==> config.mk <==
export PLATFORM = sky130hd
export DESIGN_NAME = wdg_guard
export DESIGN_NICKNAME = d
export VERILOG_FILES = /design/src/hdl/wdg_pkg.sv /design/src/hdl/wdg_guard.sv /design/src/hdl/wdg_sync.sv /design/src/hdl/wdg_timeout.sv
export SDC_FILE = /design/constraint.sdc
export NUM_CORES = 1
export LEC_CHECK = 0
export BUFFER_PORTS_ARGS = -buffer_cell sky130_fd_sc_hd__buf_4
export CAP_MARGIN = 20
export CORE_UTILIZATION = 51
export CTS_CLUSTER_DIAMETER = 150
export CTS_CLUSTER_SIZE = 10
export DETAILED_ROUTE_END_ITERATION = 16
export PLACE_DENSITY_LB_ADDON = 0.1
export REMOVE_ABC_BUFFERS = 1
export SYNTH_ARGS = -nofsm -noshare
export SYNTH_HDL_FRONTEND = slang
export SYNTH_SLANG_ARGS = --single-unit
==> constraint.sdc <==
create_clock -name pclk -period 2.04 [get_ports pclk]
set_input_delay 0.612 -clock pclk [delete_from_list [all_inputs] [get_ports pclk]]
set_output_delay 0.612 -clock pclk [all_outputs]
set_load 0.02 [all_outputs]
==> src/hdl/wdg_pkg.sv <==
// ----------------------------------------------------------------------------
// shared constants and types for the watchdog configuration guard
// ----------------------------------------------------------------------------
package wdg_pkg;

    // ------------------------------------------------------------------------
    // register map (byte addresses on the apb bus)
    // ------------------------------------------------------------------------
    localparam logic [7:0]  ADDR_CONTROL = 8'h00;  // watchdog_control
    localparam logic [7:0]  ADDR_KICK    = 8'h04;  // write any value: restart count
    localparam logic [7:0]  ADDR_STATUS  = 8'h08;  // level, running, window state

    // ------------------------------------------------------------------------
    // watchdog_control field positions
    // ------------------------------------------------------------------------
    localparam int          POS_CHANGE_EN = 4;     // change-enable bit
    localparam int          POS_ENABLE    = 3;     // enable bit
    localparam int          POS_SEL_MSB   = 2;     // timeout_select_bit2
    localparam int          POS_SEL_LSB   = 0;     // timeout_select_bit0

    // ------------------------------------------------------------------------
    // status field positions
    // ------------------------------------------------------------------------
    localparam int          POS_ST_WINDOW = 0;     // change window open
    localparam int          POS_ST_RUN    = 1;     // timer counting
    localparam int          POS_ST_LVL_LO = 2;     // safety level, low bit
    localparam int          POS_ST_LVL_HI = 3;     // safety level, high bit

    // ------------------------------------------------------------------------
    // reset values and timing counts
    // ------------------------------------------------------------------------
    localparam logic [2:0]  RST_SELECT      = 3'h0;      // shortest time-out
    localparam logic        RST_ENABLE      = 1'b0;      // starts disabled
    localparam logic [2:0]  WINDOW_CYCLES   = 3'h4;      // change window length
    localparam logic [1:0]  CAPTURE_CYCLES  = 2'h3;      // fuse settle after reset
    localparam int          TIMEOUT_BASE    = 16384;     // osc cycles at code 000
    localparam int          CNT_W           = 22;        // holds 2,048K cycles

    // ------------------------------------------------------------------------
    // types
    // ------------------------------------------------------------------------
    typedef enum logic [1:0] {LEVEL0, LEVEL1, LEVEL2} wdg_level_e;

    typedef struct packed {
        logic       change_en;  // window open
        logic       enable;     // stored enable
        logic [2:0] select;     // timeout_select
    } wdg_ctrl_s;

endpackage

==> src/hdl/wdg_guard.sv <==
`timescale 1ns/1ps
`default_nettype none

// Function
// - one enables; zero disables only when allowed
// - clearing enable ignored unless change-enable set
// - enable zero within four cycles disables
// - level 2 never disables
// - select doubles period from 16K to 2,048K
// - level 0 accepts select change any time
// - level 0 disable needs the two-step sequence
// - levels 0,1 start disabled, enable freely
// - level 1 select and disable need sequence
// - level 1 protected write loads enable, select
// - level 2 always runs, enable reads one
// - level 2 protected write loads select only
// - change-enable self-clears after four cycles
// - level from legacy and always-on fuses
// - count restarts on kick, disable, reset
// - expiry gives one-cycle reset pulse
module wdg_guard
#(
    parameter int TIMEOUT_BASE = wdg_pkg::TIMEOUT_BASE
)
(
    // apb clock and reset
    input  wire logic        pclk,
    input  wire logic        presetn,
    // apb request
    input  wire logic        psel,
    input  wire logic        penable,
    input  wire logic        pwrite,
    input  wire logic [7:0]  paddr,
    input  wire logic [31:0] pwdata,
    // apb answer
    output logic      [31:0] prdata,
    output logic             pready,
    output logic             pslverr,
    // configuration fuses, high when programmed
    input  wire logic        legacy_compat_fuse,
    input  wire logic        always_on_fuse,
    // watchdog oscillator pin
    input  wire logic        timer_osc,
    // kick from the core, same clock
    input  wire logic        watchdog_kick_instruction,
    // results
    output logic             timer_reset_pulse,
    output logic             timer_running
);

    // ------------------------------------------------------------------------
    // state
    // ------------------------------------------------------------------------
    wdg_pkg::wdg_ctrl_s   ctrl;          // stored control register
    wdg_pkg::wdg_level_e  level;         // latched safety level
    logic                 fuse_valid;    // level has been captured
    logic [1:0]           cap_cnt;       // cycles since reset release
    logic [2:0]           win_cnt;       // cycles left in change window
    logic                 osc_prev;      // last synced oscillator level
    logic                 enable_prev;   // running state last cycle

    // ------------------------------------------------------------------------
    // synchronised pins
    // ------------------------------------------------------------------------
    logic [1:0]           fuse_sync;     // {always_on, legacy}
    logic                 osc_sync;      // oscillator level

    // ------------------------------------------------------------------------
    // apb decode
    // ------------------------------------------------------------------------
    wire        setup     = psel && !penable;               // first phase
    wire        access    = psel && penable && pready;      // completing edge
    wire        wr        = access && pwrite;               // write commits
    wire        hit_ctrl  = (paddr == wdg_pkg::ADDR_CONTROL);
    wire        hit_kick  = (paddr == wdg_pkg::ADDR_KICK);
    wire        hit_stat  = (paddr == wdg_pkg::ADDR_STATUS);
    wire        mapped    = hit_ctrl || hit_kick || hit_stat;
    wire        wr_ctrl   = wr && hit_ctrl;                 // control write
    wire        wr_kick   = wr && hit_kick;                 // software kick

    // ------------------------------------------------------------------------
    // fields of the written byte
    // ------------------------------------------------------------------------
    wire        d_ce      = pwdata[wdg_pkg::POS_CHANGE_EN];
    wire        d_en      = pwdata[wdg_pkg::POS_ENABLE];
    wire [2:0]  d_sel     = pwdata[wdg_pkg::POS_SEL_MSB:wdg_pkg::POS_SEL_LSB];

    // ------------------------------------------------------------------------
    // sequence decode
    // ------------------------------------------------------------------------
    wire        is_lvl0   = (level == wdg_pkg::LEVEL0);
    wire        is_lvl2   = (level == wdg_pkg::LEVEL2);
    wire        opening   = wr_ctrl && d_ce && d_en;
    wire        protect   = wr_ctrl && ctrl.change_en && !d_ce;
    wire        win_end   = ctrl.change_en && (win_cnt == 3'h1);

    // enable as seen by the timer and by software
    wire        eff_en    = ctrl.enable || is_lvl2;

    // oscillator rising edge, from the synced level only
    wire        osc_tick  = osc_sync && !osc_prev;

    // ------------------------------------------------------------------------
    // next control values
    // ------------------------------------------------------------------------
    wdg_pkg::wdg_ctrl_s   next_ctrl;
    logic [2:0]           next_win;

    // apply a write to the control register
    always_comb
    begin
        next_ctrl = ctrl;
        next_win  = win_cnt;
        // window runs down, then closes itself
        if (ctrl.change_en)
        begin
            next_win = win_cnt - 3'h1;
            if (win_end)
                next_ctrl.change_en = 1'b0;
        end
        if (wr_ctrl)
        begin
            // writing one always enables, any level
            if (d_en)
                next_ctrl.enable = 1'b1;
            // level 0 takes select without a sequence
            if (is_lvl0)
                next_ctrl.select = d_sel;
            if (protect)
            begin
                // accepted protected write closes the window
                next_ctrl.change_en = 1'b0;
                next_win            = 3'h0;
                next_ctrl.select    = d_sel;
                // disable only outside level 2
                if (!is_lvl2)
                    next_ctrl.enable = d_en;
            end
            else if (opening)
            begin
                // open or reopen the four-cycle window
                next_ctrl.change_en = 1'b1;
                next_win            = wdg_pkg::WINDOW_CYCLES;
            end
            // an enable-zero write without the window leaves enable alone
            // levels 1 and 2 drop select writes outside the window
        end
    end

    // ------------------------------------------------------------------------
    // read mux
    // ------------------------------------------------------------------------
    wire [31:0] rd_ctrl = {27'h0, ctrl.change_en, eff_en, ctrl.select};
    wire [31:0] rd_stat = {28'h0, 2'(level), timer_running, ctrl.change_en};
    wire [31:0] rd_data = hit_ctrl ? rd_ctrl : (hit_stat ? rd_stat : 32'h0000_0000);

    // ------------------------------------------------------------------------
    // pin synchronisers
    // ------------------------------------------------------------------------
    wdg_sync #(.W(2)) u_fuse_sync
    (
        .pclk     (pclk),
        .presetn  (presetn),
        .async_in ({always_on_fuse, legacy_compat_fuse}),
        .sync_out (fuse_sync)
    );

    wdg_sync #(.W(1)) u_osc_sync
    (
        .pclk     (pclk),
        .presetn  (presetn),
        .async_in (timer_osc),
        .sync_out (osc_sync)
    );

    // ------------------------------------------------------------------------
    // fuse capture
    // ------------------------------------------------------------------------
    wdg_pkg::wdg_level_e  fuse_level;

    // always-on wins, then legacy picks level 0
    always_comb
    begin
        if (fuse_sync[1])
            fuse_level = wdg_pkg::LEVEL2;
        else if (fuse_sync[0])
            fuse_level = wdg_pkg::LEVEL0;
        else
            fuse_level = wdg_pkg::LEVEL1;
    end

    // latch level once the synchronisers have settled
    always_ff @(posedge pclk or negedge presetn)
    begin
        if (!presetn)
        begin
            cap_cnt    <= 2'h0;
            fuse_valid <= 1'b0;
            level      <= wdg_pkg::LEVEL1;
        end
        else if (!fuse_valid)
        begin
            cap_cnt <= cap_cnt + 2'h1;
            if (cap_cnt == wdg_pkg::CAPTURE_CYCLES)
            begin
                fuse_valid <= 1'b1;
                level      <= fuse_level;
            end
        end
    end

    // ------------------------------------------------------------------------
    // control register
    // ------------------------------------------------------------------------
    // reset leaves the timer disabled with window closed
    always_ff @(posedge pclk or negedge presetn)
    begin
        if (!presetn)
        begin
            ctrl.change_en <= 1'b0;
            ctrl.enable    <= wdg_pkg::RST_ENABLE;
            ctrl.select    <= wdg_pkg::RST_SELECT;
            win_cnt        <= 3'h0;
        end
        else
        begin
            ctrl    <= next_ctrl;
            win_cnt <= next_win;
        end
    end

    // ------------------------------------------------------------------------
    // apb answer
    // ------------------------------------------------------------------------
    // one wait-free access phase: ready registered in the setup cycle, high in the first access cycle
    always_ff @(posedge pclk or negedge presetn)
    begin
        if (!presetn)
        begin
            pready  <= 1'b0;
            pslverr <= 1'b0;
            prdata  <= 32'h0000_0000;
        end
        else if (setup)
        begin
            pready  <= 1'b1;
            pslverr <= !mapped;
            prdata  <= pwrite ? 32'h0000_0000 : rd_data;
        end
        else
        begin
            pready  <= 1'b0;
            pslverr <= 1'b0;
            prdata  <= 32'h0000_0000;
        end
    end

    // ------------------------------------------------------------------------
    // timer side
    // ------------------------------------------------------------------------
    logic expire;                        // period ran out
    wire  disabled_now = enable_prev && !eff_en;
    wire  restart      = watchdog_kick_instruction || wr_kick || disabled_now;

    wdg_timeout #(.BASE(TIMEOUT_BASE)) u_timeout
    (
        .pclk    (pclk),
        .presetn (presetn),
        .run     (eff_en),
        .restart (restart),
        .tick    (osc_tick),
        .select  (ctrl.select),
        .expire  (expire)
    );

    // edge history and registered outputs
    always_ff @(posedge pclk or negedge presetn)
    begin
        if (!presetn)
        begin
            osc_prev          <= 1'b0;
            enable_prev       <= 1'b0;
            timer_reset_pulse <= 1'b0;
            timer_running     <= 1'b0;
        end
        else
        begin
            osc_prev          <= osc_sync;
            enable_prev       <= eff_en;
            timer_reset_pulse <= expire;
            timer_running     <= eff_en;
        end
    end

endmodule

`default_nettype wire

==> src/hdl/wdg_sync.sv <==
`timescale 1ns/1ps
`default_nettype none

// ----------------------------------------------------------------------------
// two-flop synchroniser for pin-level inputs
// ----------------------------------------------------------------------------
module wdg_sync
#(
    parameter int W = 1
)
(
    // clock and reset
    input  wire logic         pclk,
    input  wire logic         presetn,
    // levels
    input  wire logic [W-1:0] async_in,
    output logic      [W-1:0] sync_out
);

    logic [W-1:0] meta;  // first stage, read only by second stage

    // two stages, constants under reset
    always_ff @(posedge pclk or negedge presetn)
    begin
        if (!presetn)
        begin
            meta     <= '0;
            sync_out <= '0;
        end
        else
        begin
            meta     <= async_in;
            sync_out <= meta;
        end
    end

endmodule

`default_nettype wire

==> src/hdl/wdg_timeout.sv <==
`timescale 1ns/1ps
`default_nettype none

// ----------------------------------------------------------------------------
// timeout counter on watchdog oscillator ticks
// ----------------------------------------------------------------------------
module wdg_timeout
#(
    parameter int BASE = wdg_pkg::TIMEOUT_BASE
)
(
    // clock and reset
    input  wire logic                     pclk,
    input  wire logic                     presetn,
    // control
    input  wire logic                     run,
    input  wire logic                     restart,
    input  wire logic                     tick,
    input  wire logic [2:0]               select,
    // result
    output logic                          expire
);

    logic [wdg_pkg::CNT_W-1:0] count;      // ticks since last restart
    logic [wdg_pkg::CNT_W-1:0] last_tick;  // period minus one
    wire                       at_end;     // final tick of period

    // period doubles per select code step
    assign last_tick = wdg_pkg::CNT_W'((BASE << select) - 1);
    assign at_end    = tick && (count == last_tick);

    // count while running, clear on restart or stop
    always_ff @(posedge pclk or negedge presetn)
    begin
        if (!presetn)
        begin
            count  <= '0;
            expire <= 1'b0;
        end
        else
        begin
            expire <= run && !restart && at_end;
            if (!run || restart || at_end)
                count <= '0;
            else if (tick)
                count <= count + 1'b1;
        end
    end

endmodule

`default_nettype wire

==> results.md <==
- Global Route met2 Usage: 0.273
- First-pass GRT wire length: 7760 um
- Final ANT Viol Nets: 0
- Die Wd: 74.8 um
- Core area: 5110 um2
- Comb power frac: 0.119
- HP Class: in -> async
- Row count: 26
- Mapped cell area: 2700 um2
- IO buf count: 30
- Met1 global-route usage: 0.268
- Crit path capture type: flop
- Register area: 1300 um2
- HPWL after detailed placement: 3280 um
- Netlist cell types: 50
- Final setup violation count: 0
- # DRC: 0
- H-tree depth: 2
- P&R area growth vs syn: 12.4%
- Crit path buffers/inverters: 0
- CTS Hold Bufs: 0
- Sw Ratio: 0.265
- Synth top area share: 0.472
- Remaining Overflow, GRT: 0
- Slew @ Worst Pin: 0.646 ns
- Sequential share of power: 0.570
- Starting density of the core: 0.529
- CP max stage delay: 0.41 ns
- Final hold violation count: 0
- PwrDens: 624 nW/um2
- Clock Latency Late Sink: 0.31 ns
- Placed cell count: 363
- Syn avg cell area: 10.2 um2
- Top cells by count, synth: dfrtp_1, nor2_1, buf_4
- Setup slack after placement: 0.0850 ns
- Max Fanout on Critical Path: 8
- Worst Skew: 0.0121 ns
- Pins Over Slew Limit: 0
- Yosys top cell by area: dfrtp_1
- Nets: 356
- Peak supply drop: 0.415 mV
- Synthesized flop and latch total: 52
- Top cell family by delay on the critical path: simple AND/OR/NAND/NOR gates
- Sink Count: 52
- Final worst slack: 0.173 ns
- RePlAce Congestion: 0.826
- Slowest stage cell, crit path: dfrtp_1
- Vias: 1880
- Pre-antenna DRT Iters: 4
- Area contributors post-synth: dfrtp_1, buf_4, nor2_1
- Die H: 74.8 um
- WL per Instance: 12.6 um
- Total wire length: 4700 um
- Final TNS setup: 0 ns
- Max-slew headroom at the worst pin: 0.570
- GR peak layer: met2
- Sequential fraction of the synthesis area: 0.482
- CP cell instances: ha_1 > and4b_1 > nand4_1 > a2111oi_4 > a21o_4 > nor2_1
- Internal: 1390 uW
- Final min period: 1.87 ns
- Synth Flop Type: dfrtp_1
- Die Area: 5600 um2
- Largest net degree at the start of global routing: 53
- Fin crit share: 0.915
- Psw: 503 uW
- Initial DRC count: 101
- Critical Path AT: 2.06 ns
- Critical path type: reg -> reg
- Leak: 0.00141 uW
- Initial antenna violation count: 0
- Fin cells: 374
- Vias in the first global route: 1672
- Startpoint types: flop
- Min Hold Slack: 0.314 ns
- Via density: 5.03
- EDFF count, synth: 0
- Clk pwr share: 0.310
- Filler cell count: 482
- Fmax: 0.536 GHz
- Asr flop ratio synth: 1.00
- GRT Total Usage: 0.185
- Area taken by multi-input logic gates: 1240 um2
- # IOs: 85
- CTS root buf: clkbuf_8
- Max Root-Sink Buffers: 2
- Share of post-route cells with drive strength above 1: 0.207
- Status: finished, final reports clean
- YS warnings: 0
- Clock-pin slew on the worst setup and hold paths: 0.09 ns
- Num CTS Buffers: 5
- Count leader, synth: dfrtp_1
- Diodes inserted: 0
- Number of max-cap violations: 0
- WP data required: 2.24 ns
- CTS tree: done
- Total chip power: 1900 uW
- Synth Instances: 264
- Global routing usage on met3: 0.0402
- RSZ-0062 raised after global routing: false
==> what timing repair did <==
| item | 4_1_cts | 5_1_grt |
|---|---|---|
| setup buffers | 0 | 2 |
| gates resized for setup | 0 | 2 |
| endpoints found under the setup margin | 0 | 15 |
==> layout make-up <==
type,instances,share of cell area
Sequential cell,52,0.429
Multi-Input combinational cell,196,0.407
Timing Repair Buffer,38,0.0939
Tap cell,70,0.0288
Clock buffer,6,0.0239
Inverter,10,0.0124
Clock inverter,2,0.00535
==> cells in the final DEF, fill, tap and decap left out, drive strengths merged, types with 2 or more instances in the layout <==
cell type,instances
and3,6
mux2i,3
nor2,36
clkbuf,6
o21ai,4
nor4,5
a2111oi,2
a211o,2
xnor2,14
mux2,5
buf,38
nor3b,2
nor3,8
xor2,8
conb,27
nand2,17
nand4,7
and4,4
a211oi,3
inv,10
o21a,2
nor2b,3
nand2b,5
ha,4
or2,2
nand3,6
a21o,2
dfrtp,51
a21oi,6
==> power by group through the flow <==
stage | Sequential (uW) | Combinational [uW] | Clock [uW]
global route | 1090 | 264 | 641
floorplan | 1100 | 138 | 0
global placement | 1100 | 222 | 0
detailed placement | 1100 | 225 | 0
finish | 1080 | 227 | 588
CTS | 1080 | 226 | 605
==> layer usage <==
metal	wire length (um)	vias up
met5	0	-
met4	67	0
met3	165	6
met2	2070	41
met1	2400	896
li1	-	937
==> final timing paths <==
kind | start | endpoint | slack (ns) | depth (start not counted)
min | presetn | u_timeout.count[15]$_DFFE_PN0P_ | 0.31 | 1
min in group pclk | u_fuse_sync.meta[0]$_DFF_PN0_ | u_fuse_sync.sync_out[0]$_DFF_PN0_ | 0.36 | 0
max reg2reg | u_timeout.count[0]$_DFFE_PN0P_ | u_timeout.count[11]$_DFFE_PN0P_ | 0.17 | 6
max in group asynchronous | presetn | osc_prev$_DFF_PN0_ | 1.28 | 1
max | u_timeout.count[0]$_DFFE_PN0P_ | u_timeout.count[11]$_DFFE_PN0P_ | 0.17 | 6
min reg2reg | u_fuse_sync.meta[0]$_DFF_PN0_ | u_fuse_sync.sync_out[0]$_DFF_PN0_ | 0.36 | 0
==> through the flow <==
| stage | instance area (um2) | util |
|---|---|---|
| after detailed placement | 2910 | 0.569 |
| after global routing | 3040 | 0.595 |
| after floorplan | 2550 | - |
| after CTS | 3000 | 0.587 |
| after global placement | 2910 | 0.569 |
| final | 3040 | 0.595 |
==> worst reg2reg max path: cells and delay by family, from the launching register on <==
family | cells | cell delay [ns]
adder cells (fa/ha/maj) | 1 | 0.23
AND/OR/NAND/NOR | 3 | 0.57
AO/OA/AOI/OAI | 2 | 0.56
flip-flops | 1 | 0.41
==> flip-flops by register name, summed over array words and instances (netlist names) <==
name	flops
u_fuse_sync.sync_out	2
level	2
win_cnt	3
u_timeout.count	22
pready	1
pslverr	1
osc_prev	1
fuse_valid	1
ctrl	5
u_timeout.expire	1
u_osc_sync.meta	1
prdata	5
u_fuse_sync.meta	2
timer_reset_pulse	1
cap_cnt	2
enable_prev	1
u_osc_sync.sync_out	1
==> cells by family after synthesis <==
logic type,Yosys count,synth area share
mux,8,0.0319
flops,52,0.482
buf+inv,43,0.107
simple gates,106,0.205
fa+ha+maj,4,0.0185
compound gates,28,0.0828
xor+xnor,22,0.0713
other cells,1,0.00139
(Power assumes the default switching activity.)
